===== src/verilog/irq_pkg.sv =====
package irq_pkg;

    // ------------------------------------------------------------------
    // Source layout
    // ------------------------------------------------------------------
    localparam int NUM_SRC       = 15;
    localparam int NUM_BLOCKS    = 8;
    localparam int NUM_COLS      = 4;
    localparam int IDX_SUPPLY    = 0;
    localparam int IDX_BLK0      = 1;
    localparam int IDX_COL0      = 9;
    localparam int IDX_PIN_GROUP = 13;
    localparam int IDX_SLEEP     = 14;

    // ------------------------------------------------------------------
    // Vector table
    // ------------------------------------------------------------------
    localparam logic [7:0]  VEC_BASE   = 8'h04;
    localparam logic [7:0]  VEC_STEP   = 8'h04;
    localparam logic [7:0]  VEC_NONE   = 8'h00;
    localparam logic [15:0] PROG_START = 16'h0040;

    // ------------------------------------------------------------------
    // General mask field positions
    // ------------------------------------------------------------------
    localparam int GEN_SUPPLY_BIT = 0;
    localparam int GEN_COL0_BIT   = 1;
    localparam int GEN_PIN_BIT    = 5;
    localparam int GEN_SLEEP_BIT  = 6;
    localparam int GEN_MASK_W     = 7;

    // ------------------------------------------------------------------
    // Register indices and byte addresses
    // ------------------------------------------------------------------
    localparam int          ADDR_W            = 12;
    localparam logic [11:0] GEN_MASK_IDX      = 12'h0E0;
    localparam logic [11:0] BLK_MASK_IDX      = 12'h0E1;
    localparam logic [11:0] VECTOR_IDX        = 12'h0E2;
    localparam logic [11:0] PIN_ENABLE_IDX    = 12'h0E4;
    localparam logic [11:0] EDGE_LOW_IDX      = 12'h0E5;
    localparam logic [11:0] EDGE_HIGH_IDX     = 12'h0E6;
    localparam logic [11:0] PIN_INPUT_OK_IDX  = 12'h0E7;
    localparam logic [11:0] PORT_DATA_IDX     = 12'h0E8;
    localparam logic [11:0] PENDING_IDX       = 12'h0E9;
    localparam logic [11:0] GEN_MASK_ADDR     = GEN_MASK_IDX << 2;
    localparam logic [11:0] BLK_MASK_ADDR     = BLK_MASK_IDX << 2;
    localparam logic [11:0] VECTOR_ADDR       = VECTOR_IDX << 2;
    localparam logic [11:0] PIN_ENABLE_ADDR   = PIN_ENABLE_IDX << 2;
    localparam logic [11:0] EDGE_LOW_ADDR     = EDGE_LOW_IDX << 2;
    localparam logic [11:0] EDGE_HIGH_ADDR    = EDGE_HIGH_IDX << 2;
    localparam logic [11:0] PIN_INPUT_OK_ADDR = PIN_INPUT_OK_IDX << 2;
    localparam logic [11:0] PORT_DATA_ADDR    = PORT_DATA_IDX << 2;
    localparam logic [11:0] PENDING_ADDR      = PENDING_IDX << 2;

    localparam logic [7:0]  REG8_RESET  = 8'h00;
    localparam logic [1:0]  RESP_OKAY   = 2'h0;
    localparam logic [1:0]  RESP_SLVERR = 2'h2;

    typedef enum logic [1:0] {EDGE_NONE, EDGE_RISE, EDGE_FALL, EDGE_CHANGE} edge_type_e;

endpackage : irq_pkg


===== src/verilog/pin_cfg_if.sv =====
`timescale 1ns/1ps
`default_nettype none
interface pin_cfg_if #(parameter int NUM_PINS = 8);
    logic [NUM_PINS-1:0] pin_level;
    logic [NUM_PINS-1:0] port_pin_irq_enable;
    logic [NUM_PINS-1:0] port_edge_type_low;
    logic [NUM_PINS-1:0] port_edge_type_high;
    logic [NUM_PINS-1:0] pin_input_ok;
    logic                port_read;
    logic [NUM_PINS-1:0] pin_irq_output;

    modport ctrl (output pin_level, port_pin_irq_enable, port_edge_type_low,
                  output port_edge_type_high, pin_input_ok, port_read,
                  input  pin_irq_output);
    modport detect (input  pin_level, port_pin_irq_enable, port_edge_type_low,
                    input  port_edge_type_high, pin_input_ok, port_read,
                    output pin_irq_output);
endinterface : pin_cfg_if
`default_nettype wire


===== src/verilog/pin_irq_detect.sv =====
`timescale 1ns/1ps
`default_nettype none
module pin_irq_detect #(
    parameter int NUM_PINS = 8
) (
    // Clock and reset
    input  wire logic clk,
    input  wire logic rst_n,
    // Pin configuration and state
    pin_cfg_if.detect pins
);
    import irq_pkg::*;

    logic [NUM_PINS-1:0] level_d_reg;
    logic [NUM_PINS-1:0] captured_reg;
    logic [NUM_PINS-1:0] edge_seen_reg;

    // ------------------------------------------------------------------
    // Level history and read capture
    // ------------------------------------------------------------------
    always_ff @(posedge clk or negedge rst_n) begin
        if (!rst_n) begin
            level_d_reg  <= '0;
            captured_reg <= '0;
        end else begin
            level_d_reg <= pins.pin_level;
            if (pins.port_read) begin
                captured_reg <= pins.pin_level; // [RULE_11]
            end
        end
    end

    // ------------------------------------------------------------------
    // Per-pin detection
    // ------------------------------------------------------------------
    for (genvar i = 0; i < NUM_PINS; i++) begin : g_pin
        edge_type_e kind;
        logic       active;
        logic       hit;
        assign kind   = edge_type_e'({pins.port_edge_type_high[i], pins.port_edge_type_low[i]});
        assign active = pins.port_pin_irq_enable[i] && pins.pin_input_ok[i]; // [RULE_09] [RULE_13]
        always_comb begin
            unique case (kind)
                EDGE_NONE:   hit = 1'b0; // [RULE_10]
                EDGE_RISE:   hit = pins.pin_level[i] && !level_d_reg[i];
                EDGE_FALL:   hit = !pins.pin_level[i] && level_d_reg[i];
                EDGE_CHANGE: hit = 1'b0;
            endcase
        end
        // Edge catches stay up until the port is read; a new edge wins
        always_ff @(posedge clk or negedge rst_n) begin
            if (!rst_n) begin
                edge_seen_reg[i] <= 1'b0;
            end else if (!active || kind == EDGE_NONE || kind == EDGE_CHANGE) begin
                edge_seen_reg[i] <= 1'b0;
            end else if (hit) begin
                edge_seen_reg[i] <= 1'b1;
            end else if (pins.port_read) begin
                edge_seen_reg[i] <= 1'b0;
            end
        end
        always_ff @(posedge clk or negedge rst_n) begin
            if (!rst_n) begin
                pins.pin_irq_output[i] <= 1'b0;
            end else if (kind == EDGE_CHANGE) begin
                pins.pin_irq_output[i] <= active && (pins.pin_level[i] != captured_reg[i]); // [RULE_11]
            end else begin
                pins.pin_irq_output[i] <= active && (edge_seen_reg[i] || hit); // [RULE_10]
            end
        end
    end

endmodule : pin_irq_detect
`default_nettype wire


===== src/verilog/priority_interrupt_controller.sv =====
// Overview of operation
// RULE_01 - Fifteen sources, vectors 0x04 step 4, priorities 1-15
// RULE_02 - Slot order ends sleep timer; program at 0x40
// RULE_03 - Acknowledge loads program counter with serviced vector
// RULE_04 - General mask: supply, columns, pins, sleep; bit7 reserved
// RULE_05 - Block mask bit n enables digital block n
// RULE_06 - Vector register reads highest-priority pending vector
// RULE_07 - Any vector register write clears all pending
// RULE_08 - Pins share one flag, priority 14, 0x38
// RULE_09 - Pin irq needs group bit and pin enable
// RULE_10 - Two-bit pin detection type; 00 gives nothing
// RULE_11 - Change mode compares pin to level captured on read
// RULE_12 - Group flag set only on rising edge of OR
// RULE_13 - Pin interrupts only when pin acts as input
// RULE_14 - No request without processor global enable
// RULE_15 - Each digital block own line, enable, vector
// RULE_16 - Pending flop sticky until serviced, reset, vector write
// RULE_17 - Request needs mask bit and global enable
// RULE_18 - Lowest priority number serviced first
// RULE_19 - Reset clears both masks and global enable
// RULE_20 - Nothing pending reads vector zero
`timescale 1ns/1ps
`default_nettype none
module priority_interrupt_controller #(
    parameter int NUM_PINS = 8
) (
    // Clock and reset
    input  wire logic                       clk,
    input  wire logic                       rst_n,
    // AXI4-Lite write address and data
    input  wire logic [irq_pkg::ADDR_W-1:0] s_axi_awaddr,
    input  wire logic                       s_axi_awvalid,
    output var  logic                       s_axi_awready,
    input  wire logic [31:0]                s_axi_wdata,
    input  wire logic [3:0]                 s_axi_wstrb,
    input  wire logic                       s_axi_wvalid,
    output var  logic                       s_axi_wready,
    // AXI4-Lite write response
    output var  logic [1:0]                 s_axi_bresp,
    output var  logic                       s_axi_bvalid,
    input  wire logic                       s_axi_bready,
    // AXI4-Lite read
    input  wire logic [irq_pkg::ADDR_W-1:0] s_axi_araddr,
    input  wire logic                       s_axi_arvalid,
    output var  logic                       s_axi_arready,
    output var  logic [31:0]                s_axi_rdata,
    output var  logic [1:0]                 s_axi_rresp,
    output var  logic                       s_axi_rvalid,
    input  wire logic                       s_axi_rready,
    // Interrupt sources
    input  wire logic                       supply_monitor_event,
    input  wire logic [irq_pkg::NUM_BLOCKS-1:0] digital_block_event,
    input  wire logic [irq_pkg::NUM_COLS-1:0]   analog_column_event,
    input  wire logic                       sleep_timer_event,
    input  wire logic [NUM_PINS-1:0]        gpio_pin_in,
    // Processor side
    input  wire logic                       cpu_global_ie,
    input  wire logic                       irq_ack,
    output var  logic                       irq_request,
    output var  logic [15:0]                ack_vector_addr
);
    import irq_pkg::*;

    pin_cfg_if #(.NUM_PINS(NUM_PINS)) pins ();

    logic [GEN_MASK_W-1:0] general_irq_enable_mask;
    logic [7:0]            block_irq_enable_mask;
    logic [NUM_PINS-1:0]   port_pin_irq_enable;
    logic [NUM_PINS-1:0]   port_edge_type_low;
    logic [NUM_PINS-1:0]   port_edge_type_high;
    logic [NUM_PINS-1:0]   pin_input_ok_reg;
    logic [NUM_PINS-1:0]   pin_meta_reg;
    logic [NUM_PINS-1:0]   pin_sync_reg;
    logic [NUM_SRC-1:0]    pending_reg;
    logic [NUM_SRC-1:0]    src_mask;
    logic [NUM_SRC-1:0]    pend_en;
    logic [NUM_SRC-1:0]    set_vec;
    logic [NUM_SRC-1:0]    ack_clr;
    logic [7:0]            vec_now;
    logic                  pin_any;
    logic                  pin_any_d_reg;
    logic                  aw_held_reg;
    logic                  w_held_reg;
    logic [ADDR_W-1:0]     awaddr_reg;
    logic [31:0]           wdata_reg;
    logic                  wstrb0_reg;
    logic                  wr_fire;
    logic                  vec_wr;
    logic                  port_read;

    // ------------------------------------------------------------------
    // Pin synchroniser and detector
    // ------------------------------------------------------------------
    always_ff @(posedge clk or negedge rst_n) begin
        if (!rst_n) begin
            pin_meta_reg <= '0;
            pin_sync_reg <= '0;
        end else begin
            pin_meta_reg <= gpio_pin_in;
            pin_sync_reg <= pin_meta_reg;
        end
    end

    assign pins.pin_level           = pin_sync_reg;
    assign pins.port_pin_irq_enable = port_pin_irq_enable;
    assign pins.port_edge_type_low  = port_edge_type_low;
    assign pins.port_edge_type_high = port_edge_type_high;
    assign pins.pin_input_ok        = pin_input_ok_reg;
    assign pins.port_read           = port_read;

    pin_irq_detect #(.NUM_PINS(NUM_PINS)) u_pin_detect (
        .clk   (clk),
        .rst_n (rst_n),
        .pins  (pins.detect)
    );

    assign pin_any = general_irq_enable_mask[GEN_PIN_BIT] && (|pins.pin_irq_output); // [RULE_09] [RULE_12]

    // ------------------------------------------------------------------
    // Source events, masks and priority
    // ------------------------------------------------------------------
    always_comb begin
        set_vec                = '0;
        set_vec[IDX_SUPPLY]    = supply_monitor_event;
        set_vec[IDX_BLK0 +: NUM_BLOCKS] = digital_block_event; // [RULE_15]
        set_vec[IDX_COL0 +: NUM_COLS]   = analog_column_event;
        set_vec[IDX_PIN_GROUP] = pin_any && !pin_any_d_reg; // [RULE_08] [RULE_12]
        set_vec[IDX_SLEEP]     = sleep_timer_event; // [RULE_02]
    end

    always_comb begin
        src_mask                = '0;
        src_mask[IDX_SUPPLY]    = general_irq_enable_mask[GEN_SUPPLY_BIT]; // [RULE_04]
        src_mask[IDX_BLK0 +: NUM_BLOCKS] = block_irq_enable_mask; // [RULE_05]
        src_mask[IDX_COL0 +: NUM_COLS]   = general_irq_enable_mask[GEN_COL0_BIT +: NUM_COLS];
        src_mask[IDX_PIN_GROUP] = general_irq_enable_mask[GEN_PIN_BIT];
        src_mask[IDX_SLEEP]     = general_irq_enable_mask[GEN_SLEEP_BIT];
    end

    assign pend_en = pending_reg & src_mask; // [RULE_17]

    // Lowest index wins; nothing enabled gives vector zero
    always_comb begin
        vec_now = VEC_NONE; // [RULE_20]
        for (int i = NUM_SRC - 1; i >= 0; i--) begin
            if (pend_en[i]) begin
                vec_now = VEC_BASE + VEC_STEP * 8'(i); // [RULE_01] [RULE_18]
            end
        end
    end

    always_comb begin
        ack_clr = '0;
        if (irq_ack && vec_now != VEC_NONE) begin
            ack_clr[4'((vec_now - VEC_BASE) >> 2)] = 1'b1;
        end
    end

    // ------------------------------------------------------------------
    // Pending flags
    // ------------------------------------------------------------------
    always_ff @(posedge clk or negedge rst_n) begin
        if (!rst_n) begin
            pending_reg   <= '0;
            pin_any_d_reg <= 1'b0;
        end else begin
            pin_any_d_reg <= pin_any;
            if (vec_wr) begin
                pending_reg <= set_vec; // [RULE_07]
            end else begin
                pending_reg <= (pending_reg & ~ack_clr) | set_vec; // [RULE_16]
            end
        end
    end

    // ------------------------------------------------------------------
    // Processor request and acknowledge
    // ------------------------------------------------------------------
    always_ff @(posedge clk or negedge rst_n) begin
        if (!rst_n) begin
            irq_request     <= 1'b0;
            ack_vector_addr <= '0;
        end else begin
            irq_request <= cpu_global_ie && (|(pend_en & ~ack_clr)); // [RULE_14] [RULE_17]
            if (irq_ack) begin
                ack_vector_addr <= {8'h00, vec_now}; // [RULE_03]
            end
        end
    end

    // ------------------------------------------------------------------
    // AXI4-Lite write
    // ------------------------------------------------------------------
    assign s_axi_awready = !aw_held_reg && !s_axi_bvalid;
    assign s_axi_wready  = !w_held_reg && !s_axi_bvalid;
    assign wr_fire = aw_held_reg && w_held_reg && !s_axi_bvalid;
    assign vec_wr  = wr_fire && awaddr_reg == VECTOR_ADDR; // [RULE_07]

    always_ff @(posedge clk or negedge rst_n) begin
        if (!rst_n) begin
            aw_held_reg  <= 1'b0;
            w_held_reg   <= 1'b0;
            awaddr_reg   <= '0;
            wdata_reg    <= '0;
            wstrb0_reg   <= 1'b0;
            s_axi_bvalid <= 1'b0;
            s_axi_bresp  <= RESP_OKAY;
        end else begin
            if (s_axi_awvalid && s_axi_awready) begin
                aw_held_reg <= 1'b1;
                awaddr_reg  <= s_axi_awaddr;
            end
            if (s_axi_wvalid && s_axi_wready) begin
                w_held_reg <= 1'b1;
                wdata_reg  <= s_axi_wdata;
                wstrb0_reg <= s_axi_wstrb[0];
            end
            if (wr_fire) begin
                aw_held_reg  <= 1'b0;
                w_held_reg   <= 1'b0;
                s_axi_bvalid <= 1'b1;
                unique case (awaddr_reg)
                    GEN_MASK_ADDR, BLK_MASK_ADDR, VECTOR_ADDR, PIN_ENABLE_ADDR,
                    EDGE_LOW_ADDR, EDGE_HIGH_ADDR, PIN_INPUT_OK_ADDR,
                    PORT_DATA_ADDR, PENDING_ADDR: s_axi_bresp <= RESP_OKAY;
                    default: s_axi_bresp <= RESP_SLVERR;
                endcase
            end else if (s_axi_bvalid && s_axi_bready) begin
                s_axi_bvalid <= 1'b0;
            end
        end
    end

    always_ff @(posedge clk or negedge rst_n) begin
        if (!rst_n) begin
            general_irq_enable_mask <= GEN_MASK_W'(REG8_RESET); // [RULE_19]
            block_irq_enable_mask   <= REG8_RESET; // [RULE_19]
            port_pin_irq_enable     <= '0;
            port_edge_type_low      <= '0;
            port_edge_type_high     <= '0;
            pin_input_ok_reg        <= '0;
        end else if (wr_fire && wstrb0_reg) begin
            unique case (awaddr_reg)
                GEN_MASK_ADDR:     general_irq_enable_mask <= wdata_reg[GEN_MASK_W-1:0];
                BLK_MASK_ADDR:     block_irq_enable_mask   <= wdata_reg[7:0];
                PIN_ENABLE_ADDR:   port_pin_irq_enable     <= wdata_reg[NUM_PINS-1:0];
                EDGE_LOW_ADDR:     port_edge_type_low      <= wdata_reg[NUM_PINS-1:0];
                EDGE_HIGH_ADDR:    port_edge_type_high     <= wdata_reg[NUM_PINS-1:0];
                PIN_INPUT_OK_ADDR: pin_input_ok_reg        <= wdata_reg[NUM_PINS-1:0];
                default: ;
            endcase
        end
    end

    // ------------------------------------------------------------------
    // AXI4-Lite read
    // ------------------------------------------------------------------
    assign s_axi_arready = !s_axi_rvalid;
    assign port_read = s_axi_arvalid && s_axi_arready && s_axi_araddr == PORT_DATA_ADDR;

    always_ff @(posedge clk or negedge rst_n) begin
        if (!rst_n) begin
            s_axi_rvalid <= 1'b0;
            s_axi_rdata  <= '0;
            s_axi_rresp  <= RESP_OKAY;
        end else if (s_axi_arvalid && s_axi_arready) begin
            s_axi_rvalid <= 1'b1;
            s_axi_rresp  <= RESP_OKAY;
            unique case (s_axi_araddr)
                GEN_MASK_ADDR:     s_axi_rdata <= 32'(general_irq_enable_mask);
                BLK_MASK_ADDR:     s_axi_rdata <= 32'(block_irq_enable_mask);
                VECTOR_ADDR:       s_axi_rdata <= 32'(vec_now); // [RULE_06]
                PIN_ENABLE_ADDR:   s_axi_rdata <= 32'(port_pin_irq_enable);
                EDGE_LOW_ADDR:     s_axi_rdata <= 32'(port_edge_type_low);
                EDGE_HIGH_ADDR:    s_axi_rdata <= 32'(port_edge_type_high);
                PIN_INPUT_OK_ADDR: s_axi_rdata <= 32'(pin_input_ok_reg);
                PORT_DATA_ADDR:    s_axi_rdata <= 32'(pin_sync_reg);
                PENDING_ADDR:      s_axi_rdata <= 32'(pending_reg);
                default: begin
                    s_axi_rdata <= '0;
                    s_axi_rresp <= RESP_SLVERR;
                end
            endcase
        end else if (s_axi_rvalid && s_axi_rready) begin
            s_axi_rvalid <= 1'b0;
        end
    end
endmodule : priority_interrupt_controller
`default_nettype wire

===== config.mk =====
export PLATFORM = sky130hd
export DESIGN_NAME = priority_interrupt_controller
export DESIGN_NICKNAME = d
export VERILOG_FILES = /design/src/verilog/irq_pkg.sv /design/src/verilog/pin_cfg_if.sv /design/src/verilog/pin_irq_detect.sv /design/src/verilog/priority_interrupt_controller.sv
export SDC_FILE = /design/constraint.sdc
export NUM_CORES = 1
export LEC_CHECK = 0
export BUFFER_PORTS_ARGS = -buffer_cell sky130_fd_sc_hd__buf_4
export CORE_MARGIN = 2
export CORE_UTILIZATION = 40
export CTS_CLUSTER_DIAMETER = 120
export CTS_CLUSTER_SIZE = 20
export DETAILED_ROUTE_END_ITERATION = 8
export PLACE_DENSITY = 0.66
export SLEW_MARGIN = 20
export SYNTH_ARGS = -nofsm -noshare
export SYNTH_HDL_FRONTEND = slang
export SYNTH_SLANG_ARGS = --single-unit

===== constraint.sdc =====
create_clock -name clk -period 3.04 [get_ports clk]
set_input_delay 0 -clock clk [delete_from_list [all_inputs] [get_ports clk]]
set_output_delay 0 -clock clk [all_outputs]
set_load 0.02 [all_outputs]

==> results of run 1 <==
[layout make-up]
class                           count  area [sq um]
Tap cell                          229           287
Clock buffer                       21           480
Timing Repair Buffer              161          1350
Fill cell                        1534          8500
Clock inverter                     10           184
Multi-Input combinational cell    445          3100
Inverter                           15          56.3
Sequential cell                   158          3950
[cell families (layout without fill, tap and decap cells)]
| group | count (synthesis) | count (layout) |
|---|---|---|
| compound gates | 162 | 162 |
| xor+xnor | 7 | 7 |
| buf+inv | 63 | 207 |
| flops | 158 | 158 |
| mux | 72 | 72 |
| other cells | 1 | 31 |
| simple gates | 173 | 173 |
[Yosys cell counts, types with 3 or more instances]
cell type,number
sky130_fd_sc_hd__a21o_1,3
sky130_fd_sc_hd__a21oi_1,9
sky130_fd_sc_hd__a221oi_1,15
sky130_fd_sc_hd__a222oi_1,4
sky130_fd_sc_hd__a22o_1,25
sky130_fd_sc_hd__a22oi_1,16
sky130_fd_sc_hd__a311oi_1,3
sky130_fd_sc_hd__a31o_2,13
sky130_fd_sc_hd__a31oi_1,4
sky130_fd_sc_hd__and2_1,6
sky130_fd_sc_hd__buf_4,31
sky130_fd_sc_hd__clkbuf_1,15
sky130_fd_sc_hd__dfrtp_1,158
sky130_fd_sc_hd__inv_1,15
sky130_fd_sc_hd__mux2_2,72
sky130_fd_sc_hd__nand2_1,60
sky130_fd_sc_hd__nand2b_1,4
sky130_fd_sc_hd__nand3_1,18
sky130_fd_sc_hd__nor2_1,25
sky130_fd_sc_hd__nor2b_1,9
sky130_fd_sc_hd__nor3_1,24
sky130_fd_sc_hd__nor3b_1,5
sky130_fd_sc_hd__nor4_1,4
sky130_fd_sc_hd__o2111a_1,5
sky130_fd_sc_hd__o211ai_1,13
sky130_fd_sc_hd__o21a_1,3
sky130_fd_sc_hd__o21ai_0,26
sky130_fd_sc_hd__o22ai_1,5
sky130_fd_sc_hd__xnor2_1,7
[worst max-delay path: stages (launching register included)]
cell and delay, ns:
sky130_fd_sc_hd__dfrtp_1 0.44, sky130_fd_sc_hd__a22o_1 0.29, sky130_fd_sc_hd__nor2_1 0.18, sky130_fd_sc_hd__o21ai_0 0.19, sky130_fd_sc_hd__a31oi_2 0.30, sky130_fd_sc_hd__nand2_1 0.13
sky130_fd_sc_hd__nor2_1 0.16, sky130_fd_sc_hd__nand2_1 0.10, sky130_fd_sc_hd__a2111oi_0 0.66, sky130_fd_sc_hd__a31oi_1 0.18
[worst min path at each step]
stage	startpoint	to	slack [ns]
floorplan	rst_n	ack_vector_addr[2]	-0.30
global placement	rst_n	pin_meta_reg[0]	0.10
detailed placement	rst_n	pin_meta_reg[0]	0.11
CTS	s_axi_araddr[2]	s_axi_rdata[8]	0.15
global route	s_axi_araddr[2]	s_axi_rdata[12]	0.19
finish	s_axi_araddr[2]	s_axi_rdata[12]	0.17
[metrics by stage]
step / total power, mW / hold WS (ns) / setup WS (ns)
after floorplan: 2.94 / -0.296 / 0.719
after CTS: 5.68 / 0.152 / 0.331
final: 5.63 / 0.170 / 0.245
after detailed placement: 3.25 / 0.110 / 0.351
after global placement: 3.21 / 0.104 / 0.339
after global routing: 5.87 / 0.186 / 0.106
[metal layers]
metal	share of wire (%)	GRT usage (%)	routed length, um
met3	5.9	4.70	1110
met2	47	31.8	8920
met4	2.1	6.86	399
met1	45	27.5	8420
met5	0	0	0
[power by group through the flow]
stage	registers, mW	logic (mW)	clock network, mW
global route	2.58	0.779	2.51
CTS	2.55	0.722	2.41
global placement	2.56	0.646	0
detailed placement	2.58	0.667	0
finish	2.55	0.716	2.37
floorplan	2.50	0.440	0
[cells in the final DEF, fill, tap and decap left out, types with 5 or more instances in the layout]
cell	Yosys	routed
sky130_fd_sc_hd__dfrtp_1	158	158
sky130_fd_sc_hd__buf_4	31	111
sky130_fd_sc_hd__mux2_2	72	72
sky130_fd_sc_hd__nand2_1	60	60
sky130_fd_sc_hd__dlygate4sd3_1	0	48
sky130_fd_sc_hd__conb_1	1	31
sky130_fd_sc_hd__o21ai_0	26	26
sky130_fd_sc_hd__a22o_1	25	25
sky130_fd_sc_hd__nor2_1	25	25
sky130_fd_sc_hd__nor3_1	24	24
sky130_fd_sc_hd__nand3_1	18	18
sky130_fd_sc_hd__clkbuf_16	0	17
sky130_fd_sc_hd__a22oi_1	16	16
sky130_fd_sc_hd__inv_1	15	15
sky130_fd_sc_hd__a221oi_1	15	15
sky130_fd_sc_hd__o211ai_1	13	13
sky130_fd_sc_hd__a31o_2	13	13
sky130_fd_sc_hd__a21oi_1	9	9
sky130_fd_sc_hd__nor2b_1	9	9
sky130_fd_sc_hd__xnor2_1	7	7
sky130_fd_sc_hd__and2_1	6	6
sky130_fd_sc_hd__o22ai_1	5	5
sky130_fd_sc_hd__o2111a_1	5	5
sky130_fd_sc_hd__nor3b_1	5	5
sky130_fd_sc_hd__bufinv_16	0	5
==> flow_summary.yaml, run 1 <==
placement:
  port_buffers: 90
  placedCellCount: 960
  dpl_wire_length_um: 13500
  placedInstanceArea_sq_um: 8260
  globalplace.congestion: 0.882
layout:
  fin_nets: 889
  post_route_cells_drive_above_1_share_pct: 29.8
  antennaDiodeCount: 0
  post-route-util_pct: 52.5
  layoutNonFillerInstCount: 1039
  syn2layout_area_growth_pct: 28.9
  finish.instance_area_sq_um: 9410
global_routing:
  vias_in_the_first_global_route: 5791
  grt_first_pass_wirelength_um: 30900
  grt.overflow.total: 0
  antenna_violations_before_repair: 0
  grt_start_max_net_pins: 87
  overall_track_demand_over_capacity_in_global_routing_pct: 20.1
worst_setup_path:
  cp-start-kind: "register"
  cp-endpoint: "irq_request"
  rr_startpoint: "pending_reg[7]"
  crit_fanout: 5
  end_kind: "register"
  crit_arrival_ns: 3.07
  critical_path.startpoint: "pending_reg[7]"
  regToRegSetupSlack_ns: 0.24
  reg2regPathDepth: 9
  critical_path_class: "register to register"
  required_ns: 3.31
  critical_path.reg2reg.endpoint: "irq_request"
drt:
  drtAntennaViolNets: 0
  detailroute.via_count: 5790
  wirelength_um: 18900
  first_pass_iters: 5
  via_per_inst: 5.57
  wl_per_cell_um: 18.1
  detail_route.iter0.violations: 402
  post-route-drc-count: 0
clock_network:
  post_cts_hold_buffer_count: 48
  clockBufferDepth: 2
  cts-root-buf: "sky130_fd_sc_hd__clkbuf_16"
  cts_tree: "done"
  numClockSinks: 158
  htreeDepth: 4
  cts-buffers-inserted: 17
  ctsResizeCount: 0
  clk_pin_slew_worst_paths_ns: 0.06
  cts_post_setup_buffers_inserted: 0
  insertion_delay_ns: 0.42
logic_synthesis:
  postSynth.topFlopCell: "sky130_fd_sc_hd__dfrtp_1"
  area_fraction_in_compound_gates_after_synthesis_pct: 17.2
  synth_simple_gate_area_share_pct: 11.8
  yosysWarningCount: 0
  synth_seq_cells: 158
  synth_area_leaders: "sky130_fd_sc_hd__dfrtp_1 (54%), sky130_fd_sc_hd__mux2_2 (11%), sky130_fd_sc_hd__buf_4 (3.2%)"
  ys_seq_area_share_pct: 54.2
  synth-edff-count: 0
  synth_fa_ha_area_share_pct: 0
  syn_inst: 636
  synth-xor-area-share_pct: 0.840
  synthesis.area_sq_um: 7300
  async_flop_share_pct: 100
  yosys-mux-area-fraction_pct: 11.1
  synth.top_cell.area_share_pct: 54.2
  yosys.area.top_type: "sky130_fd_sc_hd__dfrtp_1"
  synth_cell_types: 60
  synth_top_family_by_area: "compound AO/OA/AOI/OAI gates"
  post_synth.cell_area_avg_sq_um: 11.5
sta:
  min_period_ns: 2.80
  setup_total_negative_slack_ns: 0
  worst-slew-pin-transition_ns: 0.802
  final-setup-viol-count: 0
  clock_skew_ns: 0.0138
  finalHoldViolations: 0
  post-route-period-util_pct: 91.9
  slew-limit-headroom_pct: 46.5
  report.final.slew_viol_count: 0
  fmax_mhz: 358
  unrepaired_setup_endpoints_after_global_routing: "false"
floorplanning:
  floorplan.core_area_sq_um: 17900
  placement_rows: 49
  die_w_um: 139
  fp.dieArea_sq_um: 19300
  die_height_um: 139
  effective_utilization_at_floorplan_pct: 40.8
  ios: 149
power_and_ir_drop:
  vdd_drop_max_mv: 0.488
  power.share.combinational_pct: 12.7
  leakage_power_nw: 4.21
  proportion_of_power_drawn_by_the_clock_network_pct: 42.1
  intPower_mw: 4.21
  switching_share_pct: 25.2
  power-per-cell-area_nw_per_um2: 599
  seqPwrFrac_pct: 45.2
  power.net_switching_mw: 1.42
flow_run:
  drv.max_cap_violation_count: 0
worst_hold_path:
  tightest_hold_check_type: "input pin to register"
  whs_path_depth: 4
status:
  run_status: "finished, final reports clean"
(Power assumes the default switching activity.)
==> inputs of run 2 (changes only) <==
--- a/config.mk
+++ b/config.mk
@@ -13,4 +13,5 @@
 export DETAILED_ROUTE_END_ITERATION = 8
 export PLACE_DENSITY = 0.66
+export SKIP_CTS_REPAIR_TIMING = 1
 export SLEW_MARGIN = 20
 export SYNTH_ARGS = -nofsm -noshare
==> constraint.sdc (replaced) <==
create_clock -name clk -period 3.6 [get_ports clk]
set_input_delay 0 -clock clk [delete_from_list [all_inputs] [get_ports clk]]
set_output_delay 0 -clock clk [all_outputs]
set_load 0.01 [all_outputs]
==> run 2 against run 1 <==
  * Clock power fell by 22%
  * Core utilization fell by 0.89 points
  * Via count fell by 1.3%
  * Hold slack got worse by 0.0046 ns
==> flow_summary.yaml, run 2 (same netlist as run 1, synthesis figures left out) <==
layout:
  final.fill_count: 1554
  antennaDiodeCount: 0
  syn2layout_area_growth_pct: 26.7
  finish.instance_area_sq_um: 9250
  register_area_sq_um: 3950
  post_route_cells_drive_above_1_share_pct: 28.7
  layout_commonest_cell: "sky130_fd_sc_hd__dfrtp_1"
  area_of_combinational_cells_with_multiple_inputs_sq_um: 3100
  final_cell_mix: "sky130_fd_sc_hd__dfrtp_1 (158), sky130_fd_sc_hd__buf_4 (99), sky130_fd_sc_hd__mux2_2 (72)"
  fin_nets: 876
floorplanning:
  placement_rows: 49
  effective_utilization_at_floorplan_pct: 40.8
  fp.dieArea_sq_um: 19300
  die_w_um: 139
  ios: 149
  die_height_um: 139
  floorplan.core_area_sq_um: 17900
worst_setup_path:
  cp-start-kind: "register"
  crit_fanout: 13
  critical_path_class: "register to register"
  regToRegSetupSlack_ns: 0.59
  required_ns: 3.88
  end_kind: "register"
  crit_arrival_ns: 3.29
power_and_ir_drop:
  vdd_drop_max_mv: 0.448
  leakage_power_nw: 4.11
  power-per-cell-area_nw_per_um2: 494
  totalPowerFinal_mw: 4.56
flow_run:
  drv.max_cap_violation_count: 0
clock_network:
  numClockSinks: 158
  insertion_delay_ns: 0.43
  cts_tree: "done"
  cts-root-buf: "sky130_fd_sc_hd__clkbuf_16"
  clockBufferDepth: 2
  cts-buffers-inserted: 17
  clk_pin_slew_worst_paths_ns: 0.07
  htreeDepth: 4
sta:
  clock_skew_ns: 0.00708
  unrepaired_setup_endpoints_after_global_routing: "false"
  min_period_ns: 3.01
  finalHoldViolations: 0
  report.final.slew_viol_count: 0
  slew-limit-headroom_pct: 43.8
  worst-slew-pin-transition_ns: 0.843
  post-route-period-util_pct: 83.7
  setup_total_negative_slack_ns: 0
  fmax_mhz: 332
  final-setup-viol-count: 0
drt:
  via_per_inst: 5.57
  post-route-drc-count: 0
  wl_per_cell_um: 18.6
  detailroute.via_count: 5716
  wirelength_um: 19100
  detail_route.iter0.violations: 486
  drtAntennaViolNets: 0
  first_pass_iters: 5
global_routing:
  grt_first_pass_wirelength_um: 30400
  vias_in_the_first_global_route: 5714
  antenna_violations_before_repair: 0
  overall_track_demand_over_capacity_in_global_routing_pct: 19.9
  grt_start_max_net_pins: 95
  grt.overflow.total: 0
placement:
  placedInstanceArea_sq_um: 8150
  globalplace.congestion: 0.911
  dpl_wire_length_um: 13500
  port_buffers: 90
status:
  run_status: "finished, final reports clean"
worst_hold_path:
  tightest_hold_check_type: "input pin to register"
-- run 2: per-layer routing --
| layer | GRT usage (%) | vias to the layer above | share of wire (%) |
|---|---|---|---|
| li1 | - | 2628 | - |
| met1 | 26.7 | 2851 | 45 |
| met3 | 4.63 | 25 | 5.2 |
| met2 | 31.9 | 212 | 48 |
| met4 | 6.43 | 0 | 1.6 |
| met5 | 0 | - | 0 |
-- run 2: final cells by class --
class / count / share of cell area [%]
Tap cell: 229 / 3.10
Clock buffer: 19 / 4.90
Timing Repair Buffer: 148 / 13.4
Multi-Input combinational cell: 445 / 33.5
Clock inverter: 13 / 1.76
Sequential cell: 158 / 42.8
Inverter: 15 / 0.609
-- run 2: worst max-delay path, stage by stage, from the launching register on --
cell and delay (ns):
sky130_fd_sc_hd__dfrtp_1 0.43, sky130_fd_sc_hd__nand2_1 0.11, sky130_fd_sc_hd__and2_1 0.19, sky130_fd_sc_hd__nand2_1 0.21
sky130_fd_sc_hd__nor3_2 0.74, sky130_fd_sc_hd__or4b_1 0.51, sky130_fd_sc_hd__o21ai_2 0.14, sky130_fd_sc_hd__a21oi_1 0.11
sky130_fd_sc_hd__a2111oi_1 0.29, sky130_fd_sc_hd__a31oi_1 0.13
-- run 2: through the flow --
| stage | cells | hold WS (ns) | setup WS [ns] | utilization (%) |
|---|---|---|---|---|
| 2_1_floorplan | 666 | -0.296 | 1.28 | - |
| 3_3_place_gp | 947 | 0.110 | 0.571 | 45.5 |
| 3_5_place_dp | 947 | 0.111 | 0.585 | 45.5 |
| 4_1_cts | 979 | -0.338 | 0.566 | 49.0 |
| 5_1_grt | 1027 | 0.192 | 0.303 | 51.7 |
| 6_report | 1027 | 0.165 | 0.588 | 51.7 |
-- run 2: path summary, 6_finish.rpt --
check | startpoint | end | cells after the start
worst min register to register | pin_meta_reg[3] | pin_sync_reg[3] | 0
worst min-delay path | s_axi_araddr[2] | s_axi_rdata[10] | 4
worst max register to register | block_irq_enable_mask[1] | irq_request | 9
min in group asynchronous | rst_n | pin_meta_reg[0] | 2
max in group asynchronous | rst_n | u_pin_detect.edge_seen_reg[3] | 3
worst max-delay path | block_irq_enable_mask[1] | irq_request | 9
-- run 2: where the power goes --
group / switching, mW / internal [mW] / total (mW) / leakage, nW
Clock: 0.735 / 1.13 / 1.86 / 0.296
Sequential: 0.202 / 1.94 / 2.15 / 2.02
Combinational: 0.248 / 0.305 / 0.554 / 1.80
==> inputs of run 3 (changes only) <==
clock period = 2.8 ns   (was 3.6 ns; I/O delays follow)
==> run 3 against run 2 <==
  * Routed wire length up 0.65%
  * Cell area up 1.9%
  * Sequential share of layout area down 0.81 points
  * Fmax up 12%
  * Clock skew down 0.00062 ns
  * Flip-flop and latch count unchanged
==> flow_summary.yaml, run 3 (same netlist as run 1, synthesis figures left out) <==
sta:
  worst-slew-pin-transition_ns: 0.829
  min_period_ns: 2.68
  fin_ws_ns: 0.118
  final-setup-viol-count: 0
  report.final.slew_viol_count: 0
  clock_skew_ns: 0.00645
  finalHoldViolations: 0
  slew-limit-headroom_pct: 44.7
  fmax_mhz: 373
  post-route-period-util_pct: 95.8
worst_setup_path:
  critical_path.reg2reg.endpoint: "irq_request"
  crit_fanout: 6
  rr_startpoint: "general_irq_enable_mask[3]"
  cp-start-kind: "register"
  cp-endpoint: "irq_request"
  end_kind: "register"
  regToRegSetupSlack_ns: 0.12
  critical_path_class: "register to register"
  crit_arrival_ns: 2.98
  required_ns: 3.10
  critical_path.startpoint: "general_irq_enable_mask[3]"
  reg2regPathDepth: 8
power_and_ir_drop:
  totalPowerFinal_mw: 5.93
  intPower_mw: 4.39
  proportion_of_power_drawn_by_the_clock_network_pct: 41.1
  power-per-cell-area_nw_per_um2: 629
  power.share.combinational_pct: 12.3
  vdd_drop_max_mv: 0.458
  seqPwrFrac_pct: 46.6
  leakage_power_nw: 4.20
  switching_share_pct: 26.0
  power.net_switching_mw: 1.54
worst_hold_path:
  tightest_hold_check_type: "input pin to register"
floorplanning:
  placement_rows: 49
  fp.dieArea_sq_um: 19300
  ios: 149
  floorplan.core_area_sq_um: 17900
  die_w_um: 139
  effective_utilization_at_floorplan_pct: 40.8
  die_height_um: 139
drt:
  post-route-drc-count: 0
  first_pass_iters: 6
  detail_route.iter0.violations: 400
  drtAntennaViolNets: 0
  wl_per_cell_um: 18.4
  wirelength_um: 19300
  detailroute.via_count: 5855
  via_per_inst: 5.60
global_routing:
  grt_first_pass_wirelength_um: 30600
  overall_track_demand_over_capacity_in_global_routing_pct: 20.0
  vias_in_the_first_global_route: 5781
  grt.overflow.total: 0
  grt_start_max_net_pins: 159
  antenna_violations_before_repair: 0
clock_network:
  insertion_delay_ns: 0.43
  cts_tree: "done"
  numClockSinks: 158
  cts-buffers-inserted: 17
  clk_pin_slew_worst_paths_ns: 0.06
  htreeDepth: 4
  clockBufferDepth: 2
  cts-root-buf: "sky130_fd_sc_hd__clkbuf_16"
placement:
  globalplace.congestion: 0.885
  port_buffers: 90
  placedCellCount: 965
  post-place-ws_ns: 0.124
  dpl_wire_length_um: 13600
layout:
  fin_nets: 895
  final.fill_count: 1554
  syn2layout_area_growth_pct: 29.2
  antennaDiodeCount: 0
  final_cell_mix: "sky130_fd_sc_hd__dfrtp_1 (158), sky130_fd_sc_hd__buf_4 (117), sky130_fd_sc_hd__mux2_2 (72)"
  layout_commonest_cell: "sky130_fd_sc_hd__dfrtp_1"
  post_route_cells_drive_above_1_share_pct: 30.5
  layoutNonFillerInstCount: 1045
status:
  run_status: "finished, final reports clean"
flow_run:
  drv.max_cap_violation_count: 0
[run 3: cell type report]
| class | instances | area, sq um | share of cell area (%) |
|---|---|---|---|
| sequential | 158 | 3950 | 41.9 |
| multi-input combinational | 445 | 3120 | 33.1 |
| timing repair buffer | 167 | 1390 | 14.7 |
| clock buffer | 17 | 425 | 4.51 |
| tap | 229 | 287 | 3.04 |
| clock inverter | 14 | 191 | 2.03 |
| inverter | 15 | 56.3 | 0.597 |
[run 3: how the worst min path moves through the flow]
stage                   start            endpoint  slack (ns)  depth (start not counted)
6_report        s_axi_arvalid      s_axi_rresp[1]        0.08                          4
5_1_grt         s_axi_arvalid      s_axi_rresp[1]        0.08                          4
4_1_cts        gpio_pin_in[7]     pin_meta_reg[7]       -0.34                          1
3_5_place_dp   gpio_pin_in[7]     pin_meta_reg[7]        0.11                          1
3_3_place_gp   gpio_pin_in[3]     pin_meta_reg[3]        0.11                          1
2_1_floorplan           rst_n  ack_vector_addr[2]       -0.30                          0
[run 3: per-stage QoR]
stage	hold WS (ns)	cell area, sq um	utilization (%)	setup TNS [ns]
after floorplan	-0.296	7410	-	0
after global placement	0.109	8300	46.4	0
after detailed placement	0.110	8300	46.4	0
after CTS	-0.344	8920	49.8	0
after global routing	0.0841	9430	52.6	-0.0401
final	0.0798	9430	52.6	0
[run 3: metal layers]
layer / vias up / part of all wire (%) / GRT usage (%)
li1: 2650 / - / -
met1: 2944 / 43 / 26.9
met2: 235 / 48 / 31.9
met4: 0 / 1.8 / 6.91
met5: - / 0 / 0
met3: 26 / 6.5 / 4.70
[run 3: power groups by stage]
stage	logic, mW	registers [mW]	clock network (mW)
floorplan	0.444	2.70	0
global placement	0.653	2.78	0
detailed placement	0.674	2.80	0
CTS	0.677	2.76	2.48
global route	0.802	2.80	2.58
finish	0.727	2.76	2.44
[run 3: worst max-delay path: stages, from the launching register on]
cell                        delay (ns)
sky130_fd_sc_hd__dfrtp_1          0.47
sky130_fd_sc_hd__a22o_1           0.31
sky130_fd_sc_hd__o211ai_1         0.20
sky130_fd_sc_hd__nand3_1          0.17
sky130_fd_sc_hd__a21oi_1          0.35
sky130_fd_sc_hd__and3_1           0.39
sky130_fd_sc_hd__nand3_1          0.16
sky130_fd_sc_hd__a2111oi_1        0.38
sky130_fd_sc_hd__a31oi_1          0.12
